`src/fecc_defines.svh`:
```
// offsets, field positions, reset values and timing counts of the nvm front end
// Functional notes
// - flash is the top 4 KB at 0xF000, eight 512-byte sectors, all usable.
// - every reset runs init loading protection, option and security registers.
// - init errors load defaults: memories fully protected, device secured.
// - double-bit fault during init sets both verify status bits.
// - complete flag stays 0 during init, set at end; commands only then.
// - cpu accesses stall during part of init; array reads allowed afterwards.
// - reset aborts any running program or erase command at once.
// - any divider register write sets divider_loaded; reads 0 until written.
// - program/erase launch without loaded divider does not run; sets access error.
// - while complete flag is 0, command object writes are ignored.
// - 3-bit index selects word: code/addr high, addr low, data 0 to 3.
// - indices 6 and 7 ignore writes and read as 0x0000.
// - writing 1 to complete flag clears it, hands over object, starts command.
// - object locked while running; controller sets complete flag when done.
// - result data lands in command object, readable once flag is 1.
// - flash command codes 0x01 to 0x0C as listed.
// - codes 0x0D margin, 0x10 eeprom verify, 0x11 eeprom program, 0x12 erase.
// - secured state allows only 01,02,08,09,0B,0C; 0B only when secured.
// - stop request waits until an active command has finished.
`ifndef FECC_DEFINES_SVH
`define FECC_DEFINES_SVH

`define FECC_OFF_CLKDIV 8'h00
`define FECC_OFF_STATUS 8'h04
`define FECC_OFF_INDEX 8'h08
`define FECC_OFF_COBJ 8'h0C
`define FECC_OFF_FLASH_PROTECTION_REG 8'h10
`define FECC_OFF_EEPROM_PROTECTION_REG 8'h14
`define FECC_OFF_OPT 8'h18
`define FECC_OFF_SEC 8'h1C

`define FECC_CLKDIV_LD 7
`define FECC_STAT_CCF 7
`define FECC_STAT_ACCESS_ERROR_FLAG 5
`define FECC_STAT_PROTECTION_VIOLATION_FLAG 4

`define FECC_DEF_FLASH_PROTECTION_REG 8'h20
`define FECC_DEF_EEPROM_PROTECTION_REG 8'h03
`define FECC_DEF_OPT 8'hFF
`define FECC_DEF_SEC 8'hFF
`define FECC_SEC_UNSECURED 2'b10

`define FECC_FLASH_BASE 16'hF000
`define FECC_SECTOR_BYTES 16'h0200
`define FECC_NUM_SECTORS 8
`define FECC_COBJ_WORDS 6

`define FECC_CLK_PERIOD_NS 25
`define FECC_HOLD_NS 1000
`define FECC_HOLD_CYCLES \
   ((`FECC_HOLD_NS + `FECC_CLK_PERIOD_NS - 1) / `FECC_CLK_PERIOD_NS)

`define FECC_RESP_OKAY 2'b00
`define FECC_RESP_SLVERR 2'b10

`endif

```
`src/fecc_pkg.sv`:
```
// types shared by the nvm command front end
package fecc_pkg;
   typedef enum logic [1:0] {
      st_hold = 2'b00,
      st_load = 2'b01,
      st_run = 2'b10
   } fecc_init_e;

   typedef enum logic [7:0] {
      cmd_erase_verify_all = 8'h01,
      cmd_erase_verify_block = 8'h02,
      cmd_erase_verify_section = 8'h03,
      cmd_read_once = 8'h04,
      cmd_program_flash = 8'h06,
      cmd_program_once = 8'h07,
      cmd_erase_all = 8'h08,
      cmd_erase_flash_block = 8'h09,
      cmd_erase_sector = 8'h0A,
      cmd_unsecure = 8'h0B,
      cmd_verify_backdoor = 8'h0C,
      cmd_set_margin = 8'h0D,
      cmd_ee_erase_verify = 8'h10,
      cmd_ee_program = 8'h11,
      cmd_ee_erase_sector = 8'h12
   } fecc_cmd_e;

   typedef struct packed {
      logic [7:0] command_code;
      logic [23:0] addr;
      logic [63:0] data;
   } fecc_cmd_s;

   typedef struct packed {
      logic valid;
      logic err;
      logic dbl;
      logic [7:0] data;
   } fecc_nv_rsp_s;

   typedef struct packed {
      logic done;
      logic access_error_flag;
      logic protection_violation_flag;
      logic [1:0] verify;
      logic res_we;
      logic [2:0] res_idx;
      logic [15:0] res_data;
   } fecc_ctl_rsp_s;
endpackage

```
`src/fecc_ctrl.sv`:
```
// nvm command front end: reset init, divider, command object, launch gating
//
// Our own choices: the placing of the registers and register access over AXI4-Lite.
`timescale 1ns/1ps
`include "fecc_defines.svh"
module fecc_ctrl
   import fecc_pkg::*;
#(
   parameter int ADDR_W = 8,
   parameter int HOLD_CYCLES = `FECC_HOLD_CYCLES
) (
   // clock, reset, enable
   input wire logic aclk,
   input wire logic aresetn,
   input wire logic ce,
   // axi4-lite write
   input wire logic [ADDR_W-1:0] awaddr,
   input wire logic awvalid,
   output logic awready,
   input wire logic [31:0] wdata,
   input wire logic [3:0] wstrb,
   input wire logic wvalid,
   output logic wready,
   output logic [1:0] bresp,
   output logic bvalid,
   input wire logic bready,
   // axi4-lite read
   input wire logic [ADDR_W-1:0] araddr,
   input wire logic arvalid,
   output logic arready,
   output logic [31:0] rdata,
   output logic [1:0] rresp,
   output logic rvalid,
   input wire logic rready,
   // nonvolatile configuration reads during init
   output logic nv_req,
   output logic [1:0] nv_index,
   input wire fecc_nv_rsp_s nv_rsp,
   // command execution engine
   output logic cmd_start,
   output logic cmd_active,
   output fecc_cmd_s cmd,
   input wire fecc_ctl_rsp_s ctl_rsp,
   // system
   input wire logic stop_request,
   output logic stop_ack,
   output logic cpu_hold,
   output logic array_read_en
);
   localparam int CNT_W = $clog2(HOLD_CYCLES + 1);

   fecc_init_e state;
   fecc_init_e next_state;
   logic [CNT_W-1:0] hold_cnt;
   logic init_err;
   logic init_dbl;
   logic [7:0] flash_protection_reg;
   logic [7:0] eeprom_protection_reg;
   logic [7:0] opt;
   logic [7:0] sec;
   logic [5:0] divider_value;
   logic divider_loaded;
   logic ccf;
   logic access_error_flag;
   logic protection_violation_flag;
   logic [1:0] verify_status_bits;
   logic [2:0] command_word_index;
   logic [15:0] cobj [0:7];

   // bus handshake state
   logic aw_got;
   logic w_got;
   logic [ADDR_W-1:0] aw_addr_q;
   logic [31:0] w_data_q;
   logic [3:0] w_strb_q;

   wire aw_hs = ce & awvalid & awready;
   wire w_hs = ce & wvalid & wready;
   wire ar_hs = ce & arvalid & arready;
   wire wr_go = ce & aw_got & w_got & ~bvalid;
   wire next_aw_got = (aw_got & ~wr_go) | aw_hs;
   wire next_w_got = (w_got & ~wr_go) | w_hs;
   wire next_bvalid = (bvalid & ~bready) | wr_go;
   wire next_rvalid = (rvalid & ~rready) | ar_hs;
   wire run = (state == st_run);

   // write decode
   wire [7:0] wa = aw_addr_q[7:0];
   wire wr_mapped = (wa[1:0] == 2'b00) && (wa <= `FECC_OFF_SEC);
   wire wr_clkdiv = wr_go & (wa == `FECC_OFF_CLKDIV) & w_strb_q[0];
   wire wr_stat = wr_go & (wa == `FECC_OFF_STATUS) & w_strb_q[0];
   wire wr_index = wr_go & (wa == `FECC_OFF_INDEX) & w_strb_q[0];
   wire wr_cobj = wr_go & (wa == `FECC_OFF_COBJ) & (|w_strb_q[1:0]);
   wire clr_acc = wr_stat & w_data_q[`FECC_STAT_ACCESS_ERROR_FLAG];
   wire clr_pv = wr_stat & w_data_q[`FECC_STAT_PROTECTION_VIOLATION_FLAG];
   // a zero in the flag bit and a busy flag both leave it alone
   wire launch_req = wr_stat & w_data_q[`FECC_STAT_CCF] & ccf & run;

   // command checks on the staged object
   wire [7:0] code = cobj[0][15:8];
   wire [23:0] caddr = {cobj[0][7:0], cobj[1]};
   wire is_pe = (code == cmd_program_flash) || (code == cmd_program_once)
      || (code == cmd_erase_all) || (code == cmd_erase_flash_block)
      || (code == cmd_erase_sector) || (code == cmd_ee_program)
      || (code == cmd_ee_erase_sector);
   wire known = is_pe || (code == cmd_erase_verify_all)
      || (code == cmd_erase_verify_block) || (code == cmd_read_once)
      || (code == cmd_erase_verify_section) || (code == cmd_unsecure)
      || (code == cmd_verify_backdoor) || (code == cmd_set_margin)
      || (code == cmd_ee_erase_verify);
   wire unsecured = (sec[1:0] == `FECC_SEC_UNSECURED);
   wire sec_ok = unsecured ? (code != cmd_unsecure) :
      ((code == cmd_erase_verify_all) || (code == cmd_erase_verify_block)
      || (code == cmd_erase_all) || (code == cmd_erase_flash_block)
      || (code == cmd_unsecure) || (code == cmd_verify_backdoor));
   wire flash_addr = (code != cmd_program_flash) && (code != cmd_erase_sector)
      || ((caddr[23:16] == 8'h00) && (caddr[15:0] >= `FECC_FLASH_BASE));
   wire launch_bad = (is_pe & ~divider_loaded)
      | ~known | ~sec_ok | ~flash_addr;
   wire launch_ok = launch_req & ~launch_bad;
   wire launch_fail = launch_req & launch_bad;
   wire cmd_done = ce & ctl_rsp.done & cmd_active;

   // init sequencing
   wire nv_take = ce & nv_req & nv_rsp.valid;
   wire init_finish = (state == st_load) & nv_take & (nv_index == 2'd3);
   wire init_bad = init_err | nv_rsp.err | nv_rsp.dbl;
   wire next_ccf = (ccf & ~launch_ok) | cmd_done | init_finish;

   always_comb begin
      next_state = state;
      unique case (state)
         st_hold: if (ce && hold_cnt == CNT_W'(HOLD_CYCLES - 1)) begin
            next_state = st_load;
         end
         st_load: if (init_finish) begin
            next_state = st_run;
         end
         st_run: next_state = st_run;
         default: next_state = st_hold;
      endcase
   end

   // a reset restarts init and drops any command in flight
   always_ff @(posedge aclk) begin
      if (!aresetn) begin
         state <= st_hold;
         hold_cnt <= '0;
         nv_req <= 1'b0;
         nv_index <= 2'd0;
         init_err <= 1'b0;
         init_dbl <= 1'b0;
      end else if (ce) begin
         state <= next_state;
         if (state == st_hold) begin
            hold_cnt <= hold_cnt + CNT_W'(1);
         end
         if (state == st_hold && next_state == st_load) begin
            nv_req <= 1'b1;
         end
         if (nv_take) begin
            init_err <= init_bad;
            init_dbl <= init_dbl | nv_rsp.dbl;
            nv_index <= nv_index + 2'd1;
            nv_req <= ~init_finish;
         end
      end
   end

   // configuration bytes, replaced by safe defaults if any load went bad
   always_ff @(posedge aclk) begin
      if (!aresetn) begin
         flash_protection_reg <= `FECC_DEF_FLASH_PROTECTION_REG;
         eeprom_protection_reg <= `FECC_DEF_EEPROM_PROTECTION_REG;
         opt <= `FECC_DEF_OPT;
         sec <= `FECC_DEF_SEC;
      end else if (init_finish && init_bad) begin
         flash_protection_reg <= `FECC_DEF_FLASH_PROTECTION_REG;
         eeprom_protection_reg <= `FECC_DEF_EEPROM_PROTECTION_REG;
         opt <= `FECC_DEF_OPT;
         sec <= `FECC_DEF_SEC;
      end else if (nv_take) begin
         unique case (nv_index)
            2'd0: flash_protection_reg <= nv_rsp.data;
            2'd1: eeprom_protection_reg <= nv_rsp.data;
            2'd2: opt <= nv_rsp.data;
            2'd3: sec <= nv_rsp.data;
         endcase
      end
   end

   // status and divider
   always_ff @(posedge aclk) begin
      if (!aresetn) begin
         ccf <= 1'b0;
         access_error_flag <= 1'b0;
         protection_violation_flag <= 1'b0;
         verify_status_bits <= 2'b00;
         divider_value <= 6'h00;
         divider_loaded <= 1'b0;
         command_word_index <= 3'd0;
      end else if (ce) begin
         ccf <= next_ccf;
         // a hardware set wins over a software clear in the same cycle
         access_error_flag <= (access_error_flag & ~clr_acc) | launch_fail
            | (cmd_done & ctl_rsp.access_error_flag);
         protection_violation_flag <= (protection_violation_flag & ~clr_pv) | (cmd_done & ctl_rsp.protection_violation_flag);
         if (init_finish && (init_dbl || nv_rsp.dbl)) begin
            verify_status_bits <= 2'b11;
         end else if (cmd_done) begin
            verify_status_bits <= ctl_rsp.verify;
         end else if (launch_ok) begin
            verify_status_bits <= 2'b00;
         end
         if (wr_clkdiv) begin
            divider_value <= w_data_q[5:0];
            divider_loaded <= 1'b1;
         end
         if (wr_index) begin
            command_word_index <= w_data_q[2:0];
         end
      end
   end

   // command object words; software writes only while the flag is set
   genvar gi;
   generate
      for (gi = 0; gi < 8; gi++) begin : g_word
         logic [15:0] word;
         wire sel = (command_word_index == 3'(gi));
         wire sw_we = wr_cobj & ccf & run & sel;
         wire hw_we = ce & cmd_active & ctl_rsp.res_we
            & (ctl_rsp.res_idx == 3'(gi));
         if (gi < `FECC_COBJ_WORDS) begin : g_impl
            always_ff @(posedge aclk) begin
               if (!aresetn) begin
                  word <= 16'h0000;
               end else if (sw_we) begin
                  if (w_strb_q[0]) begin
                     word[7:0] <= w_data_q[7:0];
                  end
                  if (w_strb_q[1]) begin
                     word[15:8] <= w_data_q[15:8];
                  end
               end else if (hw_we) begin
                  word <= ctl_rsp.res_data;
               end
            end
         end else begin : g_none
            assign word = 16'h0000;
         end
         assign cobj[gi] = word;
      end
   endgenerate

   // handover to the execution engine
   always_ff @(posedge aclk) begin
      if (!aresetn) begin
         cmd_start <= 1'b0;
         cmd_active <= 1'b0;
         cmd <= '0;
         stop_ack <= 1'b0;
         cpu_hold <= 1'b1;
         array_read_en <= 1'b0;
      end else if (ce) begin
         cmd_start <= launch_ok;
         cmd_active <= (cmd_active & ~cmd_done) | launch_ok;
         if (launch_ok) begin
            cmd <= '{command_code: code, addr: caddr,
               data: {cobj[2], cobj[3], cobj[4], cobj[5]}};
         end
         stop_ack <= stop_request & next_ccf & (next_state == st_run);
         cpu_hold <= (next_state == st_hold);
         array_read_en <= (next_state != st_hold);
      end
   end

   // read mux
   wire [7:0] ra = araddr[7:0];
   wire rd_mapped = (ra[1:0] == 2'b00) && (ra <= `FECC_OFF_SEC);
   wire [31:0] rd_word =
      (ra == `FECC_OFF_CLKDIV) ? {24'h0000_00, divider_loaded, 1'b0,
                                  divider_value} :
      (ra == `FECC_OFF_STATUS) ? {24'h0000_00, ccf, 1'b0, access_error_flag, protection_violation_flag,
                                  2'b00, verify_status_bits} :
      (ra == `FECC_OFF_INDEX) ? {29'h0000_0000, command_word_index} :
      (ra == `FECC_OFF_COBJ) ? {16'h0000, cobj[command_word_index]} :
      (ra == `FECC_OFF_FLASH_PROTECTION_REG) ? {24'h0000_00, flash_protection_reg} :
      (ra == `FECC_OFF_EEPROM_PROTECTION_REG) ? {24'h0000_00, eeprom_protection_reg} :
      (ra == `FECC_OFF_OPT) ? {24'h0000_00, opt} :
      (ra == `FECC_OFF_SEC) ? {24'h0000_00, sec} : 32'h0000_0000;

   // axi4-lite slave; address channels stay closed during the init hold
   always_ff @(posedge aclk) begin
      if (!aresetn) begin
         aw_got <= 1'b0;
         w_got <= 1'b0;
         aw_addr_q <= '0;
         w_data_q <= 32'h0000_0000;
         w_strb_q <= 4'h0;
         awready <= 1'b0;
         wready <= 1'b0;
         bvalid <= 1'b0;
         bresp <= `FECC_RESP_OKAY;
         arready <= 1'b0;
         rvalid <= 1'b0;
         rdata <= 32'h0000_0000;
         rresp <= `FECC_RESP_OKAY;
      end else if (ce) begin
         aw_got <= next_aw_got;
         w_got <= next_w_got;
         if (aw_hs) begin
            aw_addr_q <= awaddr;
         end
         if (w_hs) begin
            w_data_q <= wdata;
            w_strb_q <= wstrb;
         end
         awready <= ~next_aw_got & (next_state != st_hold);
         wready <= ~next_w_got & (next_state != st_hold);
         bvalid <= next_bvalid;
         if (wr_go) begin
            bresp <= wr_mapped ? `FECC_RESP_OKAY : `FECC_RESP_SLVERR;
         end
         arready <= ~next_rvalid & (next_state != st_hold);
         rvalid <= next_rvalid;
         if (ar_hs) begin
            rdata <= rd_mapped ? rd_word : 32'h0000_0000;
            rresp <= rd_mapped ? `FECC_RESP_OKAY : `FECC_RESP_SLVERR;
         end
      end
   end

   // word under the index one edge ago, for the lock check
   logic [15:0] cobj_sel_prev;
   always_ff @(posedge aclk) begin
      cobj_sel_prev <= cobj[command_word_index];
   end
endmodule

```
`config.mk`:
```
export PLATFORM = sky130hd
export DESIGN_NAME = fecc_ctrl
export DESIGN_NICKNAME = d
export VERILOG_FILES = /design/src/fecc_pkg.sv /design/src/fecc_ctrl.sv
export VERILOG_INCLUDE_DIRS = /design/src
export SDC_FILE = /design/constraint.sdc
export NUM_CORES = 1
export LEC_CHECK = 0
export BUFFER_PORTS_ARGS = -buffer_cell sky130_fd_sc_hd__buf_2
export CELL_PAD_IN_SITES_DETAIL_PLACEMENT = 1
export CELL_PAD_IN_SITES_GLOBAL_PLACEMENT = 1
export CORE_MARGIN = 3
export CORE_UTILIZATION = 40
export CTS_BUF_LIST = sky130_fd_sc_hd__clkbuf_4
export DETAILED_ROUTE_END_ITERATION = 10
export GPL_TIMING_DRIVEN = 0
export PLACE_DENSITY = 0.75
export SYNTH_ARGS = -nofsm -noshare
export SYNTH_HDL_FRONTEND = slang
export SYNTH_SLANG_ARGS = --single-unit
export TNS_END_PERCENT = 5
```
`constraint.sdc`:
```
create_clock -name aclk -period 2.4 [get_ports aclk]
set_input_delay 0.12 -clock aclk [delete_from_list [all_inputs] [get_ports aclk]]
set_output_delay 0.12 -clock aclk [all_outputs]
set_load 0.01 [all_outputs]
```
# --- Yosys cells after proc, flatten, opt, wreduce, memory -nomap -nowiden ---
# Index checks and enable logic that the tools add are counted.
classes:
  n_addsub: 2
  multipliers: 0
  div: 0
  order_cmp: 4
  n_eq_ne: 59
  shifts: 0
  muxes: 37
  bitwise_logic: 97
  reduce_logical: 77
op_table:
  columns: ["op", "n"]
  rows:
  - ["16-bit two-way mux", 19]
  - ["8-bit by 4-bit equality test with 1-bit output (second input constant)", 10]
  - ["1-bit bitwise AND", 62]
  - ["8-bit by 5-bit equality test with 1-bit output (second input constant)", 7]
  - ["2-bit AND reduction", 27]
  - ["16-bit binary-select mux with 3-bit select", 1]
  - ["8-bit two-way mux", 6]
  - ["8-bit by 3-bit equality test with 1-bit output (second input constant)", 5]
  - ["8-bit zero test", 3]
  - ["2-bit inequality test (second input constant)", 12]
  - ["1-bit logical OR", 21]
  - ["1-bit inverter", 18]
  - ["8-bit by 2-bit equality test with 1-bit output (second input constant)", 2]
  - ["16-bit greater-or-equal comparator (second input constant)", 1]
  - ["8-bit by 5-bit less-or-equal comparator with 1-bit output (second input constant)", 2]
  - ["8-bit by 4-bit inequality test with 1-bit output (second input constant)", 2]
  - ["1-bit bitwise OR", 16]
  - ["2-bit nonzero test", 8]
  - ["2-bit two-way mux", 7]
  - ["3-bit by 2-bit equality test with 1-bit output (second input constant)", 4]
  - ["3-bit equality test (second input constant)", 4]
  - ["2-bit equality test (second input constant)", 5]
  - ["2-bit zero test", 5]
  - ["8-bit by 1-bit equality test with 1-bit output (second input constant)", 1]
  - ["14 further kinds", 28]
word_totals:
  regBits: 326
  latch_bits: 0
  ram_bits: 0
  mem_bits_ro: 0
  inputBits: 97
  output_inout_bits: 145
  word_cells: 326
  mem_count: 0

# --- Logic depth before layout (Yosys ltp) ---
depth:
  depth_word: 27
  ltp_mapped: 10
  mapped_depth_nobuf: 6

# --- Least setup slack after synthesis ---
# Ideal clock, no wire load.
synth_path:
  kind: "reg2reg"
  from: "register aw_addr_q[0]"
  to: "register g_word[0].word[13]"
  setup_time_ns: 0.116
  arrival_ns: 2.487
  required_ns: 2.284
  slack_ns: -0.202
  path_stages_with_launch: 9
  n_path_buf: 2
  period_less_slack_ns: 2.602
  cell_sequence: "dfxtp_1 > or4_4 > or4_4 > buf_6 > or3_4 > nor4_4 > buf_6 > nand2_1 > and3_1"
synth_between:
  elab_chain_cells: 8
  elab_cells_between_ends: 10
  cone_classes: "eq/ne: 2; mux: 1; bitwise: 5; reduce/logical: 2"
synth_rtl:
  columns: ["element", "line", "text"]
  rows:
  - ["from (decl)", "fecc_ctrl.sv:73", "logic [ADDR_W-1:0] aw_addr_q;"]
  - ["from (signal assigned)", "fecc_ctrl.sv:313", "aw_addr_q <= awaddr;"]
  - ["8-bit by 4-bit equality test with 1-bit output (no line) *", null, null]
  - ["1-bit bitwise AND * (2 in a row)", "fecc_ctrl.sv:93", "wire wr_cobj = wr_go & (wa == `FECC_OFF_COBJ) & (|w_strb_q[1:0]);"]
  - ["1-bit bitwise AND * (2 in a row)", null, null]
  - ["1-bit bitwise AND *", "fecc_ctrl.sv:231", "wire sw_we = wr_cobj & ccf & run & sel;"]
  - ["2-bit inequality test (no line) / 2-bit nonzero test (equally long branches)", null, null]
  - ["2-bit AND reduction (no line)", null, null]
  - ["to (signal assigned)", "fecc_ctrl.sv:243", "word[15:8] <= w_data_q[15:8];"]
  - ["to (signal assigned)", "fecc_ctrl.sv:246", "word <= ctl_rsp.res_data;"]
  - ["to (decl)", "fecc_ctrl.sv:229", "logic [15:0] word;"]
# Mark *: on every way between the ends. The rest lies on a longest branch, timed or not.
# A chain may end at the register's enable or synchronous reset.

# --- Worst setup path after layout ---
layout_path:
  from: "register aw_addr_q[1]"
  to: "register g_word[5].word[1]"
layout_between:
  elab_chain_cells: 8
  elab_cells_between_ends: 10
  cone_classes: "eq/ne: 2; mux: 1; bitwise: 5; reduce/logical: 2"
layout_rtl:
  columns: ["element", "line", "text"]
  rows:
  - ["8-bit by 4-bit equality test with 1-bit output (no line) *", null, null]
  - ["1-bit bitwise AND * (2 in a row)", "fecc_ctrl.sv:93", null]
  - ["1-bit bitwise AND * (2 in a row)", null, null]
  - ["1-bit bitwise AND *", "fecc_ctrl.sv:231", null]
  - ["2-bit inequality test (no line) / 2-bit nonzero test (equally long branches)", null, null]
  - ["2-bit AND reduction (no line)", null, null]
  - ["to (signal assigned)", "fecc_ctrl.sv:240", "word[7:0] <= w_data_q[7:0];"]
  - ["to (signal assigned)", "fecc_ctrl.sv:246", null]
  - ["to (decl)", "fecc_ctrl.sv:229", null]
# Marked as above.

==> flow_metrics.tcl <==
set metrics [dict create \
    status "complete, but fails checks" \
    violations "setup timing" \
    io_buffers 201 \
    mostFrequentLayoutCell "nand2_1" \
    worstSetupEndpointType "flop" \
    rrSetupSlack_ps -430 \
    cts_made_buffers 86 \
    fill_cells 4315 \
    slew_viol_final 0 \
    area_growth_pct 29.7 \
    r2r_end "g_word[5].word[1]" \
    slowest_stage "or4_4" \
    whs_ps 66.8 \
    tightest_slew_ps 951 \
    design.die.area_sq_um 39200 \
    root_buffer "clkbuf_4" \
    min_period_over_period_pct 118 \
    vias 15380 \
    post-route-util_pct 53.2 \
    fin_worst_skew_ps 54.3 \
    ant_nets 0 \
    ir_worst_vdd_v 0.000347 \
    dr.pass1.iters 6 \
    layout.nets 2235 \
    clkTransAtPathRegs_ps 80 \
    ys_ff_latch 308 \
    worst_slack_ps -430 \
    grt_pass1_wl_mm 96.4 \
    htreeDepth 3 \
    start_kind "flop" \
    clockBufferDepth 3 \
    seq_area_frac_synth_pct 41.8 \
    setup_viol_count_final 204 \
    rsz0062_at_grt "true" \
    globalplace.congestion 1.01 \
    hp-class "in -> reg" \
    mostFrequentLayoutCells "nand2_1 (354), dfxtp_1 (304), buf_2 (209), clkbuf_4 (129), mux2i_1 (121)" \
    path_class "reg -> reg" \
    clk_latency_ps 790 \
    leakagePower_nw 8.31 \
    critPathRequiredTime_ps 3030 \
    fmax_mhz 353 \
    synth_ff_type "dfxtp_1" \
    synth_cell_types 74 \
    rows 69 \
    fp.dieH_um 198 \
    reg2reg_depth 9 \
    core-area_sq_um 36000 \
    r2r-start "aw_addr_q[1]" \
    min_from "ce" \
    slew_headroom_pct 36.6 \
    path_cells "or4_4 -> or4_4 -> buf_4 -> nor3_4 -> buf_4 -> nand3_4 -> mux2i_4 -> buf_12 -> a2bb2oi_2" \
    drive_gt1_share_pct 23.4 \
    start_util_pct 41.0 \
    via_per_inst 5.80 \
    hold_viol_final 0 \
    wl_per_cell_um 24.6 \
    io_pins 242 \
    synth_enable_flop_cells 0 \
    wl_mm 65.3 \
    crit_fanout 8 \
    clkSinkCount 308 \
    reg.largest.list "cmd x96, g_word.word x96" \
    cp_top_family "simple AND/OR/NAND/NOR gates" \
    drv_cap 0 \
    critical_path_arrival_ps 3460 \
    async_flop_share_pct 0 \
    synth_cells 1710 \
    yosys_warnings 0 \
    crit_buf_inv 3 \
    hold_depth 4 \
    drt_iter0_drc 1068 \
    min_delay_worst_endpoint "cpu_hold" \
    synthesis.area_sq_um 14800 \
    hpwlAfterDp_mm 45.7 \
    tritoncts "done" \
    grt_pass1_vias 15812 \
    antenna_found_initial 2 \
    die_width_um 198 \
    grt_max_degree 12 \
    grt_overflow 0 \
    critPathMaxStageDelay_ps 580 \
    syn-mean-instance-area_sq_um 8.63 \
    period_minus_slack_ps 2830 \
    grtUsageTotal_pct 32.4 \
    drc_errors 0 \
    powerDensity_nw_per_um2 548 \
]
[stage by stage]
stage	setup slack, ps	TNS (ps)	total power, mW	area (sq um)	std cells
floorplan	-202	-16590	5.45	14800	1727
global placement	-759	-107080	5.67	16400	2389
detailed placement	-779	-111810	5.68	16400	2389
CTS	-421	-54760	10.5	18900	2640
global route	-453	-66860	10.9	19100	2651
finish	-430	-57890	10.5	19100	2651
[metal layers]
layer  track usage (%)  up-vias  part of all wire, %
met4              15.3        0                  5.2
met1              42.0     7548                   42
met3              6.79      205                  7.6
li1                  -     6918                    -
met5                 0        -                    0
met2              52.1      709                   45
[synth_stat cells (24+ instances only)]
master	n	share of area, %
o21ai_0	94	3.2
nor3_1	40	1.4
clkbuf_1	87	2.2
nor2_1	43	1.1
o21ai_1	24	0.81
o211a_1	36	2.4
mux2i_1	121	8.2
dfxtp_1	308	42
nand2_1	356	9.1
and3_1	57	2.4
nor2b_1	27	1.1
a21boi_0	38	1.9
nand3_1	131	4.4
a21oi_1	61	2.1
[power breakdown]
part           internal [mW]  leakage, nW  switching [mW]
registers               5.11         2.48         0.00570
logic                  0.213         5.21           0.351
clock network           2.45        0.621            2.37
total                   7.78         8.31            2.72
[cell type report]
cell class	instances	area (sq um)	area share, %
multi-input combinational	1256	8020	41.9
sequential	308	6170	32.2
timing repair buffer	321	2300	12.0
buffer	150	998	5.22
clock buffer	124	931	4.86
tap	461	577	3.01
clock inverter	18	96.3	0.503
inverter	10	37.5	0.196
antenna	3	7.51	0.0392
[logic make-up (layout without fill, tap and decap cells)]
kind of cell | Yosys count | in the layout | synth area share, %
AO/OA/AOI/OAI | 342 | 342 | 15.3
XOR/XNOR | 8 | 8 | 0.475
adder cells (fa/ha/maj) | 5 | 5 | 0.424
buffers and inverters | 164 | 623 | 5.90
flip-flops | 308 | 308 | 41.8
multiplexers | 146 | 146 | 11.9
other | 1 | 21 | 0.0254
AND/OR/NAND/NOR | 736 | 737 | 24.2
[worst reg2reg max path: stages, from the launching register on]
cell and delay [ps]:
dfxtp_2 330, or4_4 530, or4_4 580, buf_4 190, nor3_4 150, buf_4 180
nand3_4 150, mux2i_4 260, buf_12 180, a2bb2oi_2 130
[timing repair]
action                                 in CTS  in global routing
cloned                                      3                  3
setup endpoints to repair                 240                239
endpoints found under the hold margin     174                  0
pin swaps                                  34                 11
gates resized for setup                   126                 67
hold buffers                               95                  0
buffers inserted                           12                  9
[worst max path at each step]
| stage | slack (ps) | cells past startpoint | end | startpoint |
|---|---|---|---|---|
| 3_5_place_dp | -780 | 10 | cmd[88] | aw_addr_q[0] |
| 2_1_floorplan | -200 | 8 | g_word[0].word[13] | aw_addr_q[0] |
| 6_report | -430 | 9 | g_word[5].word[1] | aw_addr_q[1] |
| 4_1_cts | -420 | 9 | g_word[0].word[5] | aw_addr_q[6] |
| 3_3_place_gp | -760 | 10 | cmd[88] | aw_addr_q[0] |
| 5_1_grt | -450 | 10 | g_word[3].word[6] | aw_addr_q[1] |
Power figures use the tool's default switching activity.
